`src/logic/tlic_pkg.sv`:
```
// Package for the two-level interrupt priority controller.
// Assumes an 8-bit special function register port driven by the CPU core.
package tlic_pkg;

  // Register addresses on the special function register port.
  localparam logic [7:0] ADDR_ENABLE_MAIN = 8'ha8;
  localparam logic [7:0] ADDR_LEVEL_MAIN  = 8'hb8;
  localparam logic [7:0] ADDR_ENABLE_EXT1 = 8'he6;

  // Reset values of the three registers.
  localparam logic [7:0] RST_ENABLE_MAIN = 8'h00;
  localparam logic [7:0] RST_LEVEL_MAIN  = 8'h00;
  localparam logic [7:0] RST_ENABLE_EXT1 = 8'h00;

  // Field positions in the main enable register.
  localparam int GLOBAL_IRQ_ENABLE_BIT = 7;
  localparam int SPARE_SW_FLAG_BIT     = 6;

  // Number of sources that this block masks and the width of their rank field.
  localparam int MAIN_SOURCES   = 6;
  localparam int EXT_SOURCES    = 8;
  localparam int NUM_SOURCES    = 22;
  localparam int RANK_W         = 5;

  // Unused level bits read back as ones.
  localparam logic [1:0] LEVEL_UNUSED_READ = 2'h3;

  // Vector of rank 0 and the stride between ranks.
  localparam logic [15:0] VECTOR_BASE   = 16'h0003;
  localparam logic [15:0] VECTOR_STRIDE = 16'h0008;

  // Cycle figures of the response: detect, long call, return, and an eight-clock divide.
  localparam int DETECT_CLOCKS   = 1;
  localparam int LCALL_CLOCKS    = 4;
  localparam int MIN_RESPONSE    = DETECT_CLOCKS + LCALL_CLOCKS;
  localparam int RETI_CLOCKS     = 5;
  localparam int DIV_CLOCKS      = 8;
  localparam int MAX_RESPONSE    = DETECT_CLOCKS + RETI_CLOCKS + DIV_CLOCKS + LCALL_CLOCKS;

endpackage : tlic_pkg

```
`src/logic/tlic_arbiter.sv`:
```
// Fixed-rank two-level arbiter for the interrupt controller.
// Assumes requests are already masked; purely combinational.
`timescale 1ns/100ps

module tlic_arbiter #(
  parameter int N      = 22,
  parameter int RANK_W = 5
) (
  input  wire logic [N-1:0]      i_req,
  input  wire logic [N-1:0]      i_high,
  output logic                   o_valid,
  output logic                   o_level,
  output logic [RANK_W-1:0]      o_rank
);

  initial begin
    if (N > (1 << RANK_W)) begin
      $error("Rank field too narrow for the number of sources.");
    end
  end

  wire logic [N-1:0] req_high = i_req & i_high;
  wire logic [N-1:0] req_low  = i_req & ~i_high;
  wire logic         any_high = |req_high;
  // A high request shades every low request regardless of rank.
  wire logic [N-1:0] pool     = any_high ? req_high : req_low;

  // Lowest index wins; scanning from the top down leaves rank 0 last to assign.
  always_comb begin
    o_rank = '0;
    for (int k = N - 1; k >= 0; k--) begin
      if (pool[k]) begin
        o_rank = RANK_W'(k);
      end
    end
  end

  assign o_valid = |i_req;
  assign o_level = any_high;

endmodule : tlic_arbiter

```
`src/logic/tlic_ctrl.sv`:
```
// Two-level interrupt priority controller: enable, level and arbitration logic.
// Assumes the CPU core owns the register port, the pending flags come from peripherals
// on the same clock, and the core reports routine entry and return-from-interrupt.
`timescale 1ns/100ps

// How it works
// - Every source has its own level bit choosing low or high service.
// - An enabled high request may preempt a running low-level routine.
// - Nothing preempts a running high-level routine.
// - Every level bit resets to low.
// - Among simultaneous requests a high one wins over any low one.
// - Ties within one level are broken by a fixed unchanging rank.
// - Rank follows the source list, vector 0x0003 for rank 0 to 0x00ab.
// - Pending flags are sampled and resolved on every clock.
// - Fastest response is one detect clock plus the four-clock long call.
// - After a return one more instruction runs before a pending call.
// - Worst response is 18 clocks: detect, return, divide, long call.
// - Equal or lower requests wait for return plus one instruction.
// - Global enable bit 7 blocks everything when zero.
// - Main enable bit 6 is plain storage with no effect.
// - Main enable bits 5..0 mask timer2, serial0, timer1, pin1, timer0, pin0.
// - Main level bits 5..0 set level of those six sources.
// - Main level bits 7..6 read as ones and ignore writes.
// - Extended enable bits 7..0 mask comparators, counter array, window, two-wire, SPI.
// - A flag still set after return raises a fresh request once the hold-off ends.
// - A flag set by software requests exactly like a hardware event.
module tlic_ctrl #(
  parameter int NUM_SOURCES = tlic_pkg::NUM_SOURCES
) (
  input  wire logic                   i_clock,
  input  wire logic                   i_sys_rst,
  // Special function register port from the core.
  input  wire logic [7:0]             i_sfr_addr,
  input  wire logic                   i_sfr_wr,
  input  wire logic [7:0]             i_sfr_wdata,
  output logic      [7:0]             o_sfr_rdata,
  output logic                        o_sfr_hit,
  // Pending flags by rank, and enables and levels of ranks held elsewhere.
  input  wire logic [NUM_SOURCES-1:0] i_pending,
  input  wire logic [NUM_SOURCES-1:0] i_ext_enable,
  input  wire logic [NUM_SOURCES-1:0] i_ext_level,
  // Core sequencing reports.
  input  wire logic                   i_instr_done,
  input  wire logic                   i_enter,
  input  wire logic                   i_reti_done,
  // Request to the core.
  output logic                        o_irq_req,
  output logic      [15:0]            o_irq_vector,
  output logic                        o_irq_level,
  output logic      [4:0]             o_irq_rank,
  // State for observation.
  output logic                        o_active_low,
  output logic                        o_active_high,
  output logic                        o_spare_sw_flag
);

  initial begin
    if (NUM_SOURCES < tlic_pkg::MAIN_SOURCES + tlic_pkg::EXT_SOURCES
        || NUM_SOURCES > 32) begin
      $error("Source count outside the range this controller serves.");
    end
  end

  // Hold-off after a return: a pending call waits one completed instruction.
  typedef enum logic [1:0] {TLIC_RUN, TLIC_AFTER_RETI} tlic_state_t;

  logic [7:0]  enable_main_reg;
  logic [5:0]  level_main_reg;
  logic [7:0]  enable_ext1_reg;
  logic        active_low_reg;
  logic        active_high_reg;
  logic        active_low_next;
  logic        active_high_next;
  tlic_state_t state_reg;
  tlic_state_t state_next;
  logic        req_reg;
  logic        level_reg;
  logic [4:0]  rank_reg;
  logic [15:0] vector_reg;

  // Address decode of the three registers.
  wire logic hit_en_main = (i_sfr_addr == tlic_pkg::ADDR_ENABLE_MAIN);
  wire logic hit_lv_main = (i_sfr_addr == tlic_pkg::ADDR_LEVEL_MAIN);
  wire logic hit_en_ext1 = (i_sfr_addr == tlic_pkg::ADDR_ENABLE_EXT1);
  wire logic wr_en_main  = i_sfr_wr & hit_en_main;
  wire logic wr_lv_main  = i_sfr_wr & hit_lv_main;
  wire logic wr_en_ext1  = i_sfr_wr & hit_en_ext1;

  // Register storage; the level bits come out of reset at low.
  always_ff @(posedge i_clock or posedge i_sys_rst) begin
    if (i_sys_rst) begin
      enable_main_reg <= tlic_pkg::RST_ENABLE_MAIN;
      level_main_reg  <= tlic_pkg::RST_LEVEL_MAIN[5:0];
      enable_ext1_reg <= tlic_pkg::RST_ENABLE_EXT1;
    end else begin
      if (wr_en_main) begin
        enable_main_reg <= i_sfr_wdata; // Bit 6 is kept and drives only o_spare_sw_flag.
      end
      if (wr_lv_main) begin
        level_main_reg <= i_sfr_wdata[5:0]; // Upper two bits are dropped.
      end
      if (wr_en_ext1) begin
        enable_ext1_reg <= i_sfr_wdata;
      end
    end
  end

  // Read mux; an unmapped address reads zero and drops the hit flag.
  assign o_sfr_hit   = hit_en_main | hit_lv_main | hit_en_ext1;
  assign o_sfr_rdata = hit_en_main ? enable_main_reg :
                       hit_lv_main ? {tlic_pkg::LEVEL_UNUSED_READ, level_main_reg} :
                       hit_en_ext1 ? enable_ext1_reg : 8'h00;

  assign o_spare_sw_flag = enable_main_reg[tlic_pkg::SPARE_SW_FLAG_BIT];

  // Per-rank enable and level. Ranks 0..5 sit in main bits 0..5 in order, and ranks
  // 6..13 have enables in extended bits 0..7; their levels and the rest come from the ports.
  logic [NUM_SOURCES-1:0] src_enable;
  logic [NUM_SOURCES-1:0] src_high;
  genvar g;
  generate
    for (g = 0; g < NUM_SOURCES; g++) begin : g_src
      if (g < tlic_pkg::MAIN_SOURCES) begin : g_main
        assign src_enable[g] = enable_main_reg[g];
        assign src_high[g]   = level_main_reg[g]; // One level bit per source.
      end else if (g < tlic_pkg::MAIN_SOURCES + tlic_pkg::EXT_SOURCES) begin : g_ext
        assign src_enable[g] = enable_ext1_reg[g - tlic_pkg::MAIN_SOURCES];
        assign src_high[g]   = i_ext_level[g];
      end else begin : g_rest
        assign src_enable[g] = i_ext_enable[g];
        assign src_high[g]   = i_ext_level[g];
      end
    end
  endgenerate

  // Masking. Pending flags are used as is, so a flag set by software or one left set
  // after a return counts exactly like a new hardware event.
  wire logic                   global_en = enable_main_reg[tlic_pkg::GLOBAL_IRQ_ENABLE_BIT];
  wire logic [NUM_SOURCES-1:0] masked    = i_pending & src_enable & {NUM_SOURCES{global_en}};

  // Only a level above the one in service may preempt: high beats low, and a high
  // routine blocks all; equal or lower waits for its return.
  wire logic [NUM_SOURCES-1:0] eligible  = active_high_reg ? '0 :
                                           active_low_reg  ? (masked & src_high) : masked;

  logic        win_valid;
  logic        win_level;
  logic [4:0]  win_rank;

  tlic_arbiter #(
    .N      (NUM_SOURCES),
    .RANK_W (tlic_pkg::RANK_W)
  ) u_arbiter (
    .i_req   (eligible),
    .i_high  (src_high),
    .o_valid (win_valid),
    .o_level (win_level),
    .o_rank  (win_rank)
  );

  // Vector of the winner: base plus eight per rank.
  wire logic [15:0] win_vector = tlic_pkg::VECTOR_BASE
                                 + 16'({11'h000, win_rank} << 3);

  // Active-level tracking. Entry marks the level taken; a return clears the highest
  // active one, which is the routine in service.
  always_comb begin
    active_low_next  = active_low_reg;
    active_high_next = active_high_reg;
    if (i_reti_done) begin
      if (active_high_reg) begin
        active_high_next = 1'b0;
      end else begin
        active_low_next = 1'b0;
      end
    end
    if (i_enter) begin
      if (level_reg) begin
        active_high_next = 1'b1;
      end else begin
        active_low_next = 1'b1;
      end
    end
  end

  // After a return, hold the request until one further instruction completes.
  always_comb begin
    state_next = state_reg;
    unique case (state_reg)
      TLIC_RUN: begin
        if (i_reti_done) begin
          state_next = TLIC_AFTER_RETI;
        end
      end
      TLIC_AFTER_RETI: begin
        if (i_instr_done) begin
          state_next = TLIC_RUN;
        end
      end
      default: begin
        state_next = TLIC_RUN;
      end
    endcase
  end

  // The instruction that completes the hold-off lets the request out on the very next
  // edge, so the return-plus-divide path costs no extra clock.
  wire logic hold_off = ((state_reg == TLIC_AFTER_RETI) & ~i_instr_done) | i_reti_done;

  // Request register: the winner is resolved every clock and shown one clock later,
  // which is the single detect clock ahead of the four-clock long call.
  always_ff @(posedge i_clock or posedge i_sys_rst) begin
    if (i_sys_rst) begin
      state_reg       <= TLIC_RUN;
      active_low_reg  <= 1'b0;
      active_high_reg <= 1'b0;
      req_reg         <= 1'b0;
      level_reg       <= 1'b0;
      rank_reg        <= 5'h00;
      vector_reg      <= 16'h0000;
    end else begin
      state_reg       <= state_next;
      active_low_reg  <= active_low_next;
      active_high_reg <= active_high_next;
      req_reg         <= win_valid & ~hold_off & ~i_enter;
      level_reg       <= win_level;
      rank_reg        <= win_rank;
      vector_reg      <= win_vector;
    end
  end

  // The request drops on entry, since the core then owns the call.
  assign o_irq_req     = req_reg;
  assign o_irq_vector  = vector_reg;
  assign o_irq_level   = level_reg;
  assign o_irq_rank    = rank_reg;
  assign o_active_low  = active_low_reg;
  assign o_active_high = active_high_reg;

endmodule : tlic_ctrl

```
`config.mk`:
```
export PLATFORM = sky130hd
export DESIGN_NAME = tlic_ctrl
export DESIGN_NICKNAME = d
export VERILOG_FILES = /design/src/logic/tlic_pkg.sv /design/src/logic/tlic_arbiter.sv /design/src/logic/tlic_ctrl.sv
export SDC_FILE = /design/constraint.sdc
export NUM_CORES = 1
export LEC_CHECK = 0
export BUFFER_PORTS_ARGS = -buffer_cell sky130_fd_sc_hd__buf_2
export CORE_ASPECT_RATIO = 2
export CORE_UTILIZATION = 47
export CTS_CLUSTER_DIAMETER = 30
export DETAILED_ROUTE_END_ITERATION = 8
export PLACE_DENSITY = 0.81
export RECOVER_POWER = 50
export SLEW_MARGIN = 10
export SYNTH_ARGS = -nofsm -noshare
export SYNTH_HDL_FRONTEND = slang
export SYNTH_SLANG_ARGS = --single-unit
```
`constraint.sdc`:
```
create_clock -name i_clock -period 3.1 [get_ports i_clock]
set_input_delay 0.465 -clock i_clock [delete_from_list [all_inputs] [get_ports i_clock]]
set_output_delay 0.465 -clock i_clock [all_outputs]
set_load 0.1 [all_outputs]
```
==> results of run 1 <==
-- power breakdown --
group	switching [mW]	internal [mW]	leakage, nW	total [mW]
sequential	0.0249	0.453	0.448	0.478
combinational	0.255	0.0888	1.20	0.344
clock	0.190	0.241	0.0543	0.431
-- layer usage --
metal	GRT usage	vias to the layer above	wire, um
met5	0	-	0
met4	0.2018	0	568
met3	0.04360	42	519
met2	0.5602	154	4767
met1	0.3168	1405	2859
li1	-	1341	-
-- Yosys cell counts, types with 4 or more instances --
| cell type | instances |
|---|---|
| a21oi_1 | 11 |
| a31oi_1 | 6 |
| and3_1 | 10 |
| buf_4 | 16 |
| clkbuf_1 | 7 |
| dfrtp_1 | 33 |
| inv_1 | 9 |
| mux2_2 | 22 |
| mux2i_1 | 6 |
| nand2_1 | 25 |
| nand3_1 | 17 |
| nand4_1 | 9 |
| nor2_1 | 21 |
| nor3_1 | 5 |
| nor4_1 | 4 |
| o2111a_1 | 4 |
| o2111ai_1 | 6 |
| o211ai_1 | 8 |
| o21ai_0 | 21 |
-- area by class of cell --
| class | instances | area [sq um] | share of cell area |
|---|---|---|---|
| clock buffer | 5 | 68.82 | 0.02105 |
| multi-input combinational | 241 | 1633 | 0.4994 |
| tap | 60 | 75.07 | 0.02296 |
| sequential | 33 | 825.8 | 0.2526 |
| inverter | 10 | 42.54 | 0.01301 |
| timing repair buffer | 110 | 578.1 | 0.1768 |
| clock inverter | 3 | 46.29 | 0.01416 |
-- logic make-up (layout without fill, tap and decap cells) --
family	count (synthesis)	after routing	share of synthesized area
DFF	33	33	0.3129
and+or+nand+nor	111	111	0.2248
buffers and inverters	36	128	0.07966
muxes	28	28	0.1166
AOI/OAI and AO/OA	92	92	0.2632
other	2	10	0.002846
-- per-stage QoR --
stage	setup TNS, ps	setup slack [ps]	utilization
2_1_floorplan	-281.0	-35.12	-
6_report	0	324.7	0.6032
3_3_place_gp	0	193.4	0.5847
4_1_cts	0	359.4	0.6060
3_5_place_dp	0	182.6	0.5847
5_1_grt	0	235.2	0.6032
-- worst paths after layout --
path / from / endpoint / slack [ps] / depth (start not counted)
max in group asynchronous: i_sys_rst / enable_main_reg[6] / 1240 / 3
worst min register to register: state_reg[0] / state_reg[0] / 470 / 1
worst max-delay path: enable_ext1_reg[3] / o_irq_rank[1] / 320 / 10
min in group asynchronous: i_sys_rst / state_reg[0] / 800 / 3
worst min-delay path: i_reti_done / o_irq_req / 340 / 2
worst max register to register: enable_ext1_reg[3] / o_irq_rank[1] / 320 / 10
==> impl_results.md, run 1 <==
- Outcome: complete, but fails checks
- Failing checks: capacitance limit, slew limit
- Core footprint: 5420 sq um
- Via count: 2,942
- Area fraction of the dominant cell type after synthesis: 0.3129
- Minimum clock period: 2775 ps
- Yosys cell types: 63
- Via density: 6.368
- I/O Buffers: 93
- Commonest non-fill, non-tap cell in the layout: buf_2
- CP peak stage delay: 510 ps
- Pwr Density: 383.3 nW/um^2
- Num CTS Buffers: 5
- Avg Inst Size Synth: 8.738 sq um
- Hold Path Class: in -> reg
- Final ANT Viol Nets: 0
- Worst-path cell chain: and3_1 -> a31o_2 -> o41ai_2 -> and3_1 -> buf_4 -> inv_6 -> o311ai_4 -> a211o_1 -> a31oi_1 -> nor3_2
- Crit path buf inv count: 2
- Critical Path RT: 3320 ps
- CTS tree: done
- Number of diodes: 0
- Hold Slack: 339.7 ps
- Mapped Area: 2639 sq um
- Dpl cells: 454
- Routed WL: 8715 um
- Sequential area share after synthesis: 0.3129
- Pre-antenna DRT Iters: 8
- Max cap viols: 1
- First-pass GRT wire length: 13,300 um
- GP Congestion: 0.9627
- GRT overflow: 0
- Static leakage: 1.698 nW
- H-tree lvl count: 2
- Clock-pin slew on the worst setup and hold paths: 90 ps
- Cells after synthesis: 302
- Worst-Skew Late Latency: 300 ps
- Antenna violations before repair: 0
- Gr usage total: 0.3151
- Io pins: 123
- Cell family with most CP delay: compound AO/OA/AOI/OAI gates
- Postcts setup bufs: 0
- Clock Skew: 11.05 ps
- Largest net degree at the start of global routing: 34
- Initial Util: 0.4868
- Primary FF master, synth: dfrtp_1
- Fin. Hold Viols: 0
- Crit. End Element: flop
- Slew @ Worst Pin: 1811 ps
- Final Cell Area: 3269 sq um
- Final Cycle Share: 0.8953
- EDFF count, synth: 0
- Area leader, netlist: dfrtp_1
- Most frequent cells in the layout: buf_2 (84), dfrtp_1 (33), nand2_1 (25)
- Longest Clk Path Bufs: 2
- Root buf cell: clkbuf_8
- WP data arrival: 3000 ps
- Critical path class: reg -> reg
- RSZ-0062 raised after global routing: no
- Setup violators final: 0
- DPL Wire Length: 6918 um
- Die Y: 108.0 um
- Max Fclk: 360.3 MHz
- Layout cell share with drive strength beyond 1: 0.3532
- Slew HR: -0.2076
- Synth warn: 0
- Overall power: 1.253 mW
- # DRC: 0
- Starting DRT DRC Count: 135
- Hold_buf cts: 0
- Vias in the first global route: 2,819
- # clock sinks: 33
- Crit path launch type: flop
- Die Span X: 54.99 um
- Rows: 38
- Count of pins over their slew limit: 34
- Asr flop ratio synth: 1.000
- Most used cell, CP: and3_1
- Seq cells post-synth: 33
- Drt wl/cell: 18.86 um
- Post-CTS resize count: 0
- Fillcell total: 548
- Top cells by area, synth: dfrtp_1 (31%), mux2_2 (9.4%), buf_4 (4.6%)
- Nets: 489
- Finished Layout Cells: 462
- Die footprint: 5936 sq um
- Peak supply drop: 489.2 uV
- Crit-path slowest cell: o41ai_2
- Peak fanout along the critical path: 6
- Placed inst area: 3169 sq um
- Layout Area Growth over Synthesis: 23.90%
Note: power is estimated with default switching activity, not from simulation.
==> inputs of run 2 (changes only) <==
CTS_CLUSTER_SIZE = 14   (was not set)
clock period = 2.7 ns   (was 3.1 ns; I/O delays follow)
==> run 2 against run 1 <==
Against the previous run: the flow still finishes with violations (capacitance limit, slew limit); clock skew decreased by 2.2 ps; hold slack got worse by 62 ps; critical path depth unchanged; final cell count increased by 3.2%; cell area increased by 7.7%; global-route usage increased by 0.38 points; setup slack got worse by 170 ps; via count decreased by 0.54%; sequential share of layout area decreased by 1.8 points.
==> impl_results.md, run 2 (synthesis results as in run 1) <==
- Outcome: complete, but fails checks
- Failing checks: capacitance limit, slew limit
- Gr busiest metal: met2
- I/O Buffers: 93
- Crit path launch type: flop
- Pwr Density: 415.7 nW/um^2
- Placed inst area: 3408 sq um
- FF-to-FF path depth: 10
- DPL Wire Length: 7120 um
- CTS tree: done
- Commonest non-fill, non-tap cell in the layout: buf_2
- Clock Skew: 8.883 ps
- Layout cell share with drive strength beyond 1: 0.3813
- Rows: 38
- Io pins: 123
- Peak fanout along the critical path: 8
- Reg-to-Reg End: o_irq_rank[2]
- Pre-antenna DRT Iters: 4
- Register share of total power: 0.374
- Static leakage: 1.800 nW
- Routed WL: 8853 um
- Longest Clk Path Bufs: 2
- Largest net degree at the start of global routing: 34
- Nets: 504
- Hold Slack: 277.6 ps
- Via density: 6.134
- Hold Path Class: in -> reg
- Drt wl/cell: 18.56 um
- Max Fclk: 392.7 MHz
- Fin. Hold Viols: 0
- Number of diodes: 0
- RSZ-0062 raised after global routing: no
- Minimum clock period: 2546 ps
- Comb power frac: 0.281
- Starting DRT DRC Count: 113
- Critical Path Sink: o_irq_rank[2]
- Most frequent cells in the layout: buf_2 (76), dfrtp_1 (32), buf_4 (30)
- WP data arrival: 2740 ps
- GRT overflow: 0
- # DRC: 0
- Vias in the first global route: 2,823
- Clk network pwr share: 0.346
- Critical Path RT: 2900 ps
- Peak supply drop: 448.4 uV
- Final Cycle Share: 0.9431
- Initial Util: 0.4868
- Worst reg2reg startpoint: o_active_high
- Die Span X: 54.99 um
- Slew @ Worst Pin: 1821 ps
- Die Y: 108.0 um
- Final ANT Viol Nets: 0
- Max cap viols: 1
- Antenna violations before repair: 0
- H-tree lvl count: 2
- M1 GR Usage: 0.3097
- GP Congestion: 0.9668
- Layout Area Growth over Synthesis: 33.48%
- Switching power: 530.6 uW
- Worst-Skew Late Latency: 300 ps
- Gr usage total: 0.3189
- First-pass GRT wire length: 13,190 um
- Crit. End Element: flop
- Sw Share: 0.3624
- Setup violators final: 0
- Internal: 933.5 uW
- Met3 Use GR: 0.06188
- Count of pins over their slew limit: 34
- Worst-case register-to-register setup slack: 150 ps
- Die footprint: 5936 sq um
- Clock-pin slew on the worst setup and hold paths: 80 ps
- # clock sinks: 33
- Slew HR: -0.2142
- Final Cell Area: 3522 sq um
- Root buf cell: clkbuf_8
- Critical path class: reg -> reg
- Via count: 2,926
- GR Layer Usage met2: 0.5387
- Num CTS Buffers: 5
- Core footprint: 5420 sq um
- Worst Setup SP: o_active_high
## run 2: cell types whose count changed in the layout (fill, tap and decap cells not counted), sizes merged
cell | before | now
clkinv | 1 | 0
clkbuf | 15 | 16
buf | 100 | 115
## run 2: stage by stage
| step | setup TNS (ps) | setup WS (ps) | util | cells | total power [mW] |
|---|---|---|---|---|---|
| 2_1_floorplan | -2521 | -315.1 | - | 310 | 0.8436 |
| 3_3_place_gp | 0 | 15.91 | 0.6288 | 468 | 0.9585 |
| 3_5_place_dp | -1.380 | -1.380 | 0.6288 | 468 | 0.9655 |
| 4_1_cts | 0 | 13.71 | 0.6510 | 476 | 1.472 |
| 5_1_grt | 0 | 34.59 | 0.6498 | 477 | 1.517 |
| 6_report | 0 | 153.6 | 0.6498 | 477 | 1.464 |
## run 2: critical path: stages (launching register included)
cell and delay [ps]:
dfrtp_2 460, and4b_4 360, a222oi_1 110, and2_1 180
and3_2 250, buf_12 160, o21a_1 190, buf_4 150
nor3b_4 240, o31ai_2 110, a31o_1 230
## run 2: area by class of cell
class                      instances  area (sq um)
clock inverter                     2         37.54
sequential                        33         827.0
multi-input combinational        241          1634
tap                               60         75.07
fill                             495          1898
inverter                          10         42.54
clock buffer                       6         82.58
timing repair buffer             125         823.3
## run 2: metal layers
| layer | wire (um) | vias up |
|---|---|---|
| li1 | - | 1373 |
| met1 | 2937 | 1354 |
| met2 | 4718 | 148 |
| met3 | 466 | 51 |
| met4 | 730 | 0 |
| met5 | 0 | - |
## run 2: power by group through the flow
stage               sequential, mW  clock [mW]  combinational (mW)
floorplan                    0.622           0               0.222
global placement             0.553           0               0.405
detailed placement           0.556           0               0.410
CTS                          0.546       0.515               0.411
global route                 0.551       0.532               0.434
finish                       0.547       0.506               0.411
## run 2: worst min path at each step
| stage | from | to | slack (ps) | cells past startpoint |
|---|---|---|---|---|
| finish | i_reti_done | o_irq_req | 280 | 2 |
| global placement | state_reg[0] | state_reg[0] | 440 | 1 |
| detailed placement | state_reg[0] | state_reg[0] | 460 | 1 |
| CTS | i_sys_rst | o_irq_rank[4] | 190 | 3 |
| floorplan | state_reg[0] | state_reg[0] | 420 | 1 |
| global route | i_reti_done | o_irq_req | 290 | 2 |
## run 2: timing repair
action | 4_1_cts | 5_1_grt
buffers inserted | 0 | 1
resized for setup | 0 | 1
endpoints found under the setup margin | 0 | 5
hold buffers | 0 | 0
endpoints found under the hold margin | 0 | 0
==> inputs of run 3 (changes only) <==
ABC_AREA = 1   (was not set)
==> run 3 against run 2 <==
Against the previous run: the flow still finishes with violations (capacitance limit, slew limit); clock skew decreased by 5.0 ps; synthesized cell count increased by 33%; maximum frequency decreased by 2.7%; clock-buffer cell count decreased by 1; hold slack improved by 65 ps; register-to-register slack got worse by 70 ps; total power increased by 52%; non-clock buffer count decreased by 19.
==> impl_results.md, run 3 <==
- Post-synthesis compound-gate area fraction: 0.1491
- Primary FF master, synth: dfrtp_1
- Slew HR: -0.1877
- Peak supply drop: 801.5 uV
- Core footprint: 5231 sq um
- Fin. Hold Viols: 0
- Xor/xnor share of the synthesized area: 0
- Routed WL: 7404 um
- Outcome: complete, but fails checks
- H-tree lvl count: 2
- Critical path class: reg -> reg
- Nets: 587
- Setup violators final: 0
- Area fraction of the dominant cell type after synthesis: 0.3195
- Longest Clk Path Bufs: 2
- GP Congestion: 0.9220
- Met3 Routed Length: 362 um
- Die Y: 106.9 um
- Max Fclk: 382.3 MHz
- Final Cycle Share: 0.9688
- Slew @ Worst Pin: 1782 ps
- Layout Area Growth over Synthesis: 24.78%
- CTS tree: done
- Rows: 37
- Peak fanout along the critical path: 18
- Multiplexer share of the synthesized area: 0.008712
- Io pins: 123
- Die Span X: 54.44 um
- Largest net degree at the start of global routing: 34
- Die footprint: 5819 sq um
- First-pass GRT wire length: 11,820 um
- Crit path buf inv count: 4
- # DRC: 0
- Most common library cells after synthesis: nand2_1 (127), inv_1 (54), dfrtp_1 (33)
- Asr flop ratio synth: 1.000
- Mapped Area: 2585 sq um
- Vias in the first global route: 2,865
- Drt wl/cell: 13.27 um
- Synth warn: 0
- Dpl ws: 6.173 ps
- CP peak stage delay: 460 ps
- Failing checks: capacitance limit, slew limit
- EDFF count, synth: 0
- WP data arrival: 2790 ps
- Top cells by area, synth: dfrtp_1 (32%), nand2_1 (18%), inv_1 (7.8%)
- Max cap viols: 1
- Largest family of logic cells by synthesized area: simple AND/OR/NAND/NOR gates
- Layout cell share with drive strength beyond 1: 0.2680
- Most frequent cells in the layout: nand2_1 (124), buf_2 (85), inv_1 (54)
- Via density: 5.142
- I/O Buffers: 93
- Clock-pin slew on the worst setup and hold paths: 70 ps
- Setup ws final: 84.13 ps
- Gr usage total: 0.2843
- Static leakage: 1.852 nW
- Root buf cell: clkbuf_8
- RSZ-0062 raised after global routing: yes
- Minimum clock period: 2616 ps
- Pwr Density: 690.6 nW/um^2
- Initial Util: 0.4941
- # clock sinks: 33
- Number of diodes: 0
- Crit path launch type: flop
- Antenna violations before repair: 0
- Crit. End Element: flop
- Pre-antenna DRT Iters: 4
- Final ANT Viol Nets: 0
- Count of pins over their slew limit: 34
- Hold Path Class: in -> reg
- Via count: 2,869
- Starting DRT DRC Count: 82
- Crit-path slowest cell: dfrtp_2
- Met1 WL: 2519 um
- Dpl cells: 547
- Synth Area in Adders: 0
- Num CTS Buffers: 5
- Yosys cell types: 32
- DR top layer: met4
- Worst-Skew Late Latency: 300 ps
- Setup_tns: 0 ps
- Sequential area share after synthesis: 0.3195
- Critical Path RT: 2880 ps
- Cell family with most CP delay: simple AND/OR/NAND/NOR gates
- Clock Skew: 3.921 ps
- Count leader, synth: nand2_1
- GRT overflow: 0
- Met2 Wirelength: 4233 um
- Cells after synthesis: 401
- Seq cells post-synth: 33
- Avg Inst Size Synth: 6.446 sq um
- Worst-case register-to-register setup slack: 80 ps
- Post-synthesis simple-gate area fraction: 0.3640
- Commonest non-fill, non-tap cell in the layout: nand2_1
- Finished Layout Cells: 558
- Area leader, netlist: dfrtp_1
- DPL Wire Length: 6070 um
- Most used cell, CP: nand2_1
[run 3: cell count changes after synthesis, sizes merged, moves of 10 or more]
cell,delta
o21a,+12
and3,-10
nand2,+106
nor2,+12
mux2,-20
inv,+52
[run 3: power by group]
| part | leakage, nW | internal [mW] | switching, mW |
|---|---|---|---|
| clock network | 0.0543 | 0.276 | 0.203 |
| logic | 1.37 | 0.240 | 0.894 |
| registers | 0.426 | 0.557 | 0.0568 |
[run 3: final timing paths]
check / startpoint / to / cells after the start
worst min register to register: state_reg[0] / state_reg[0] / 1
max in group asynchronous: i_sys_rst / o_active_high / 3
worst max register to register: enable_main_reg[7] / o_irq_rank[0] / 28
min in group asynchronous: i_sys_rst / o_irq_vector[1] / 3
worst min-delay path: i_sfr_wdata[7] / enable_ext1_reg[7] / 3
worst max-delay path: enable_main_reg[7] / o_irq_rank[0] / 28
[run 3: metal layers]
layer / global-route usage / vias to the layer above
met5: 0 / -
met4: 0.1593 / 0
met3: 0.04681 / 23
met2: 0.5357 / 107
met1: 0.2594 / 1283
li1: - / 1456
[run 3: metrics by stage]
stage                     hold WS, ps  total power [mW]  utilization  area, sq um
final                           342.9             2.228       0.6166         3226
after global routing            341.4             2.336       0.6166         3226
after CTS                       207.4             2.229       0.6116         3199
after detailed placement        469.4             1.746       0.5881         3077
after global placement          457.5             1.734       0.5881         3077
after floorplan                 435.8             1.558            -         2618
[run 3: what timing repair did]
item | 4_1_cts | 5_1_grt
pin swaps | 0 | 9
setup endpoints to repair | 1 | 3
hold buffers | 0 | 0
gates resized for setup | 0 | 9
setup buffers | 1 | 3
gates cloned | 0 | 0
[run 3: worst min-delay path, cell delays in order]
cell     delay, ps
buf_2           90
nand2_1         40
o21ai_0         60
[run 3: area by class of cell]
cell class,count,area [sq um]
Clock buffer,5,68.82
Clock inverter,3,46.29
Fill cell,533,2006
Inverter,63,236.5
Multi-Input combinational cell,290,1410
Sequential cell,33,829.5
Tap cell,58,72.57
Timing Repair Buffer,106,561.8
[run 3: cells by family (layout without fill, tap and decap cells)]
logic type / Yosys count / count (layout)
flip-flops: 33 / 33
AO/OA/AOI/OAI: 63 / 63
multiplexers: 2 / 2
buffers and inverters: 86 / 177
other: 2 / 10
AND/OR/NAND/NOR: 215 / 215
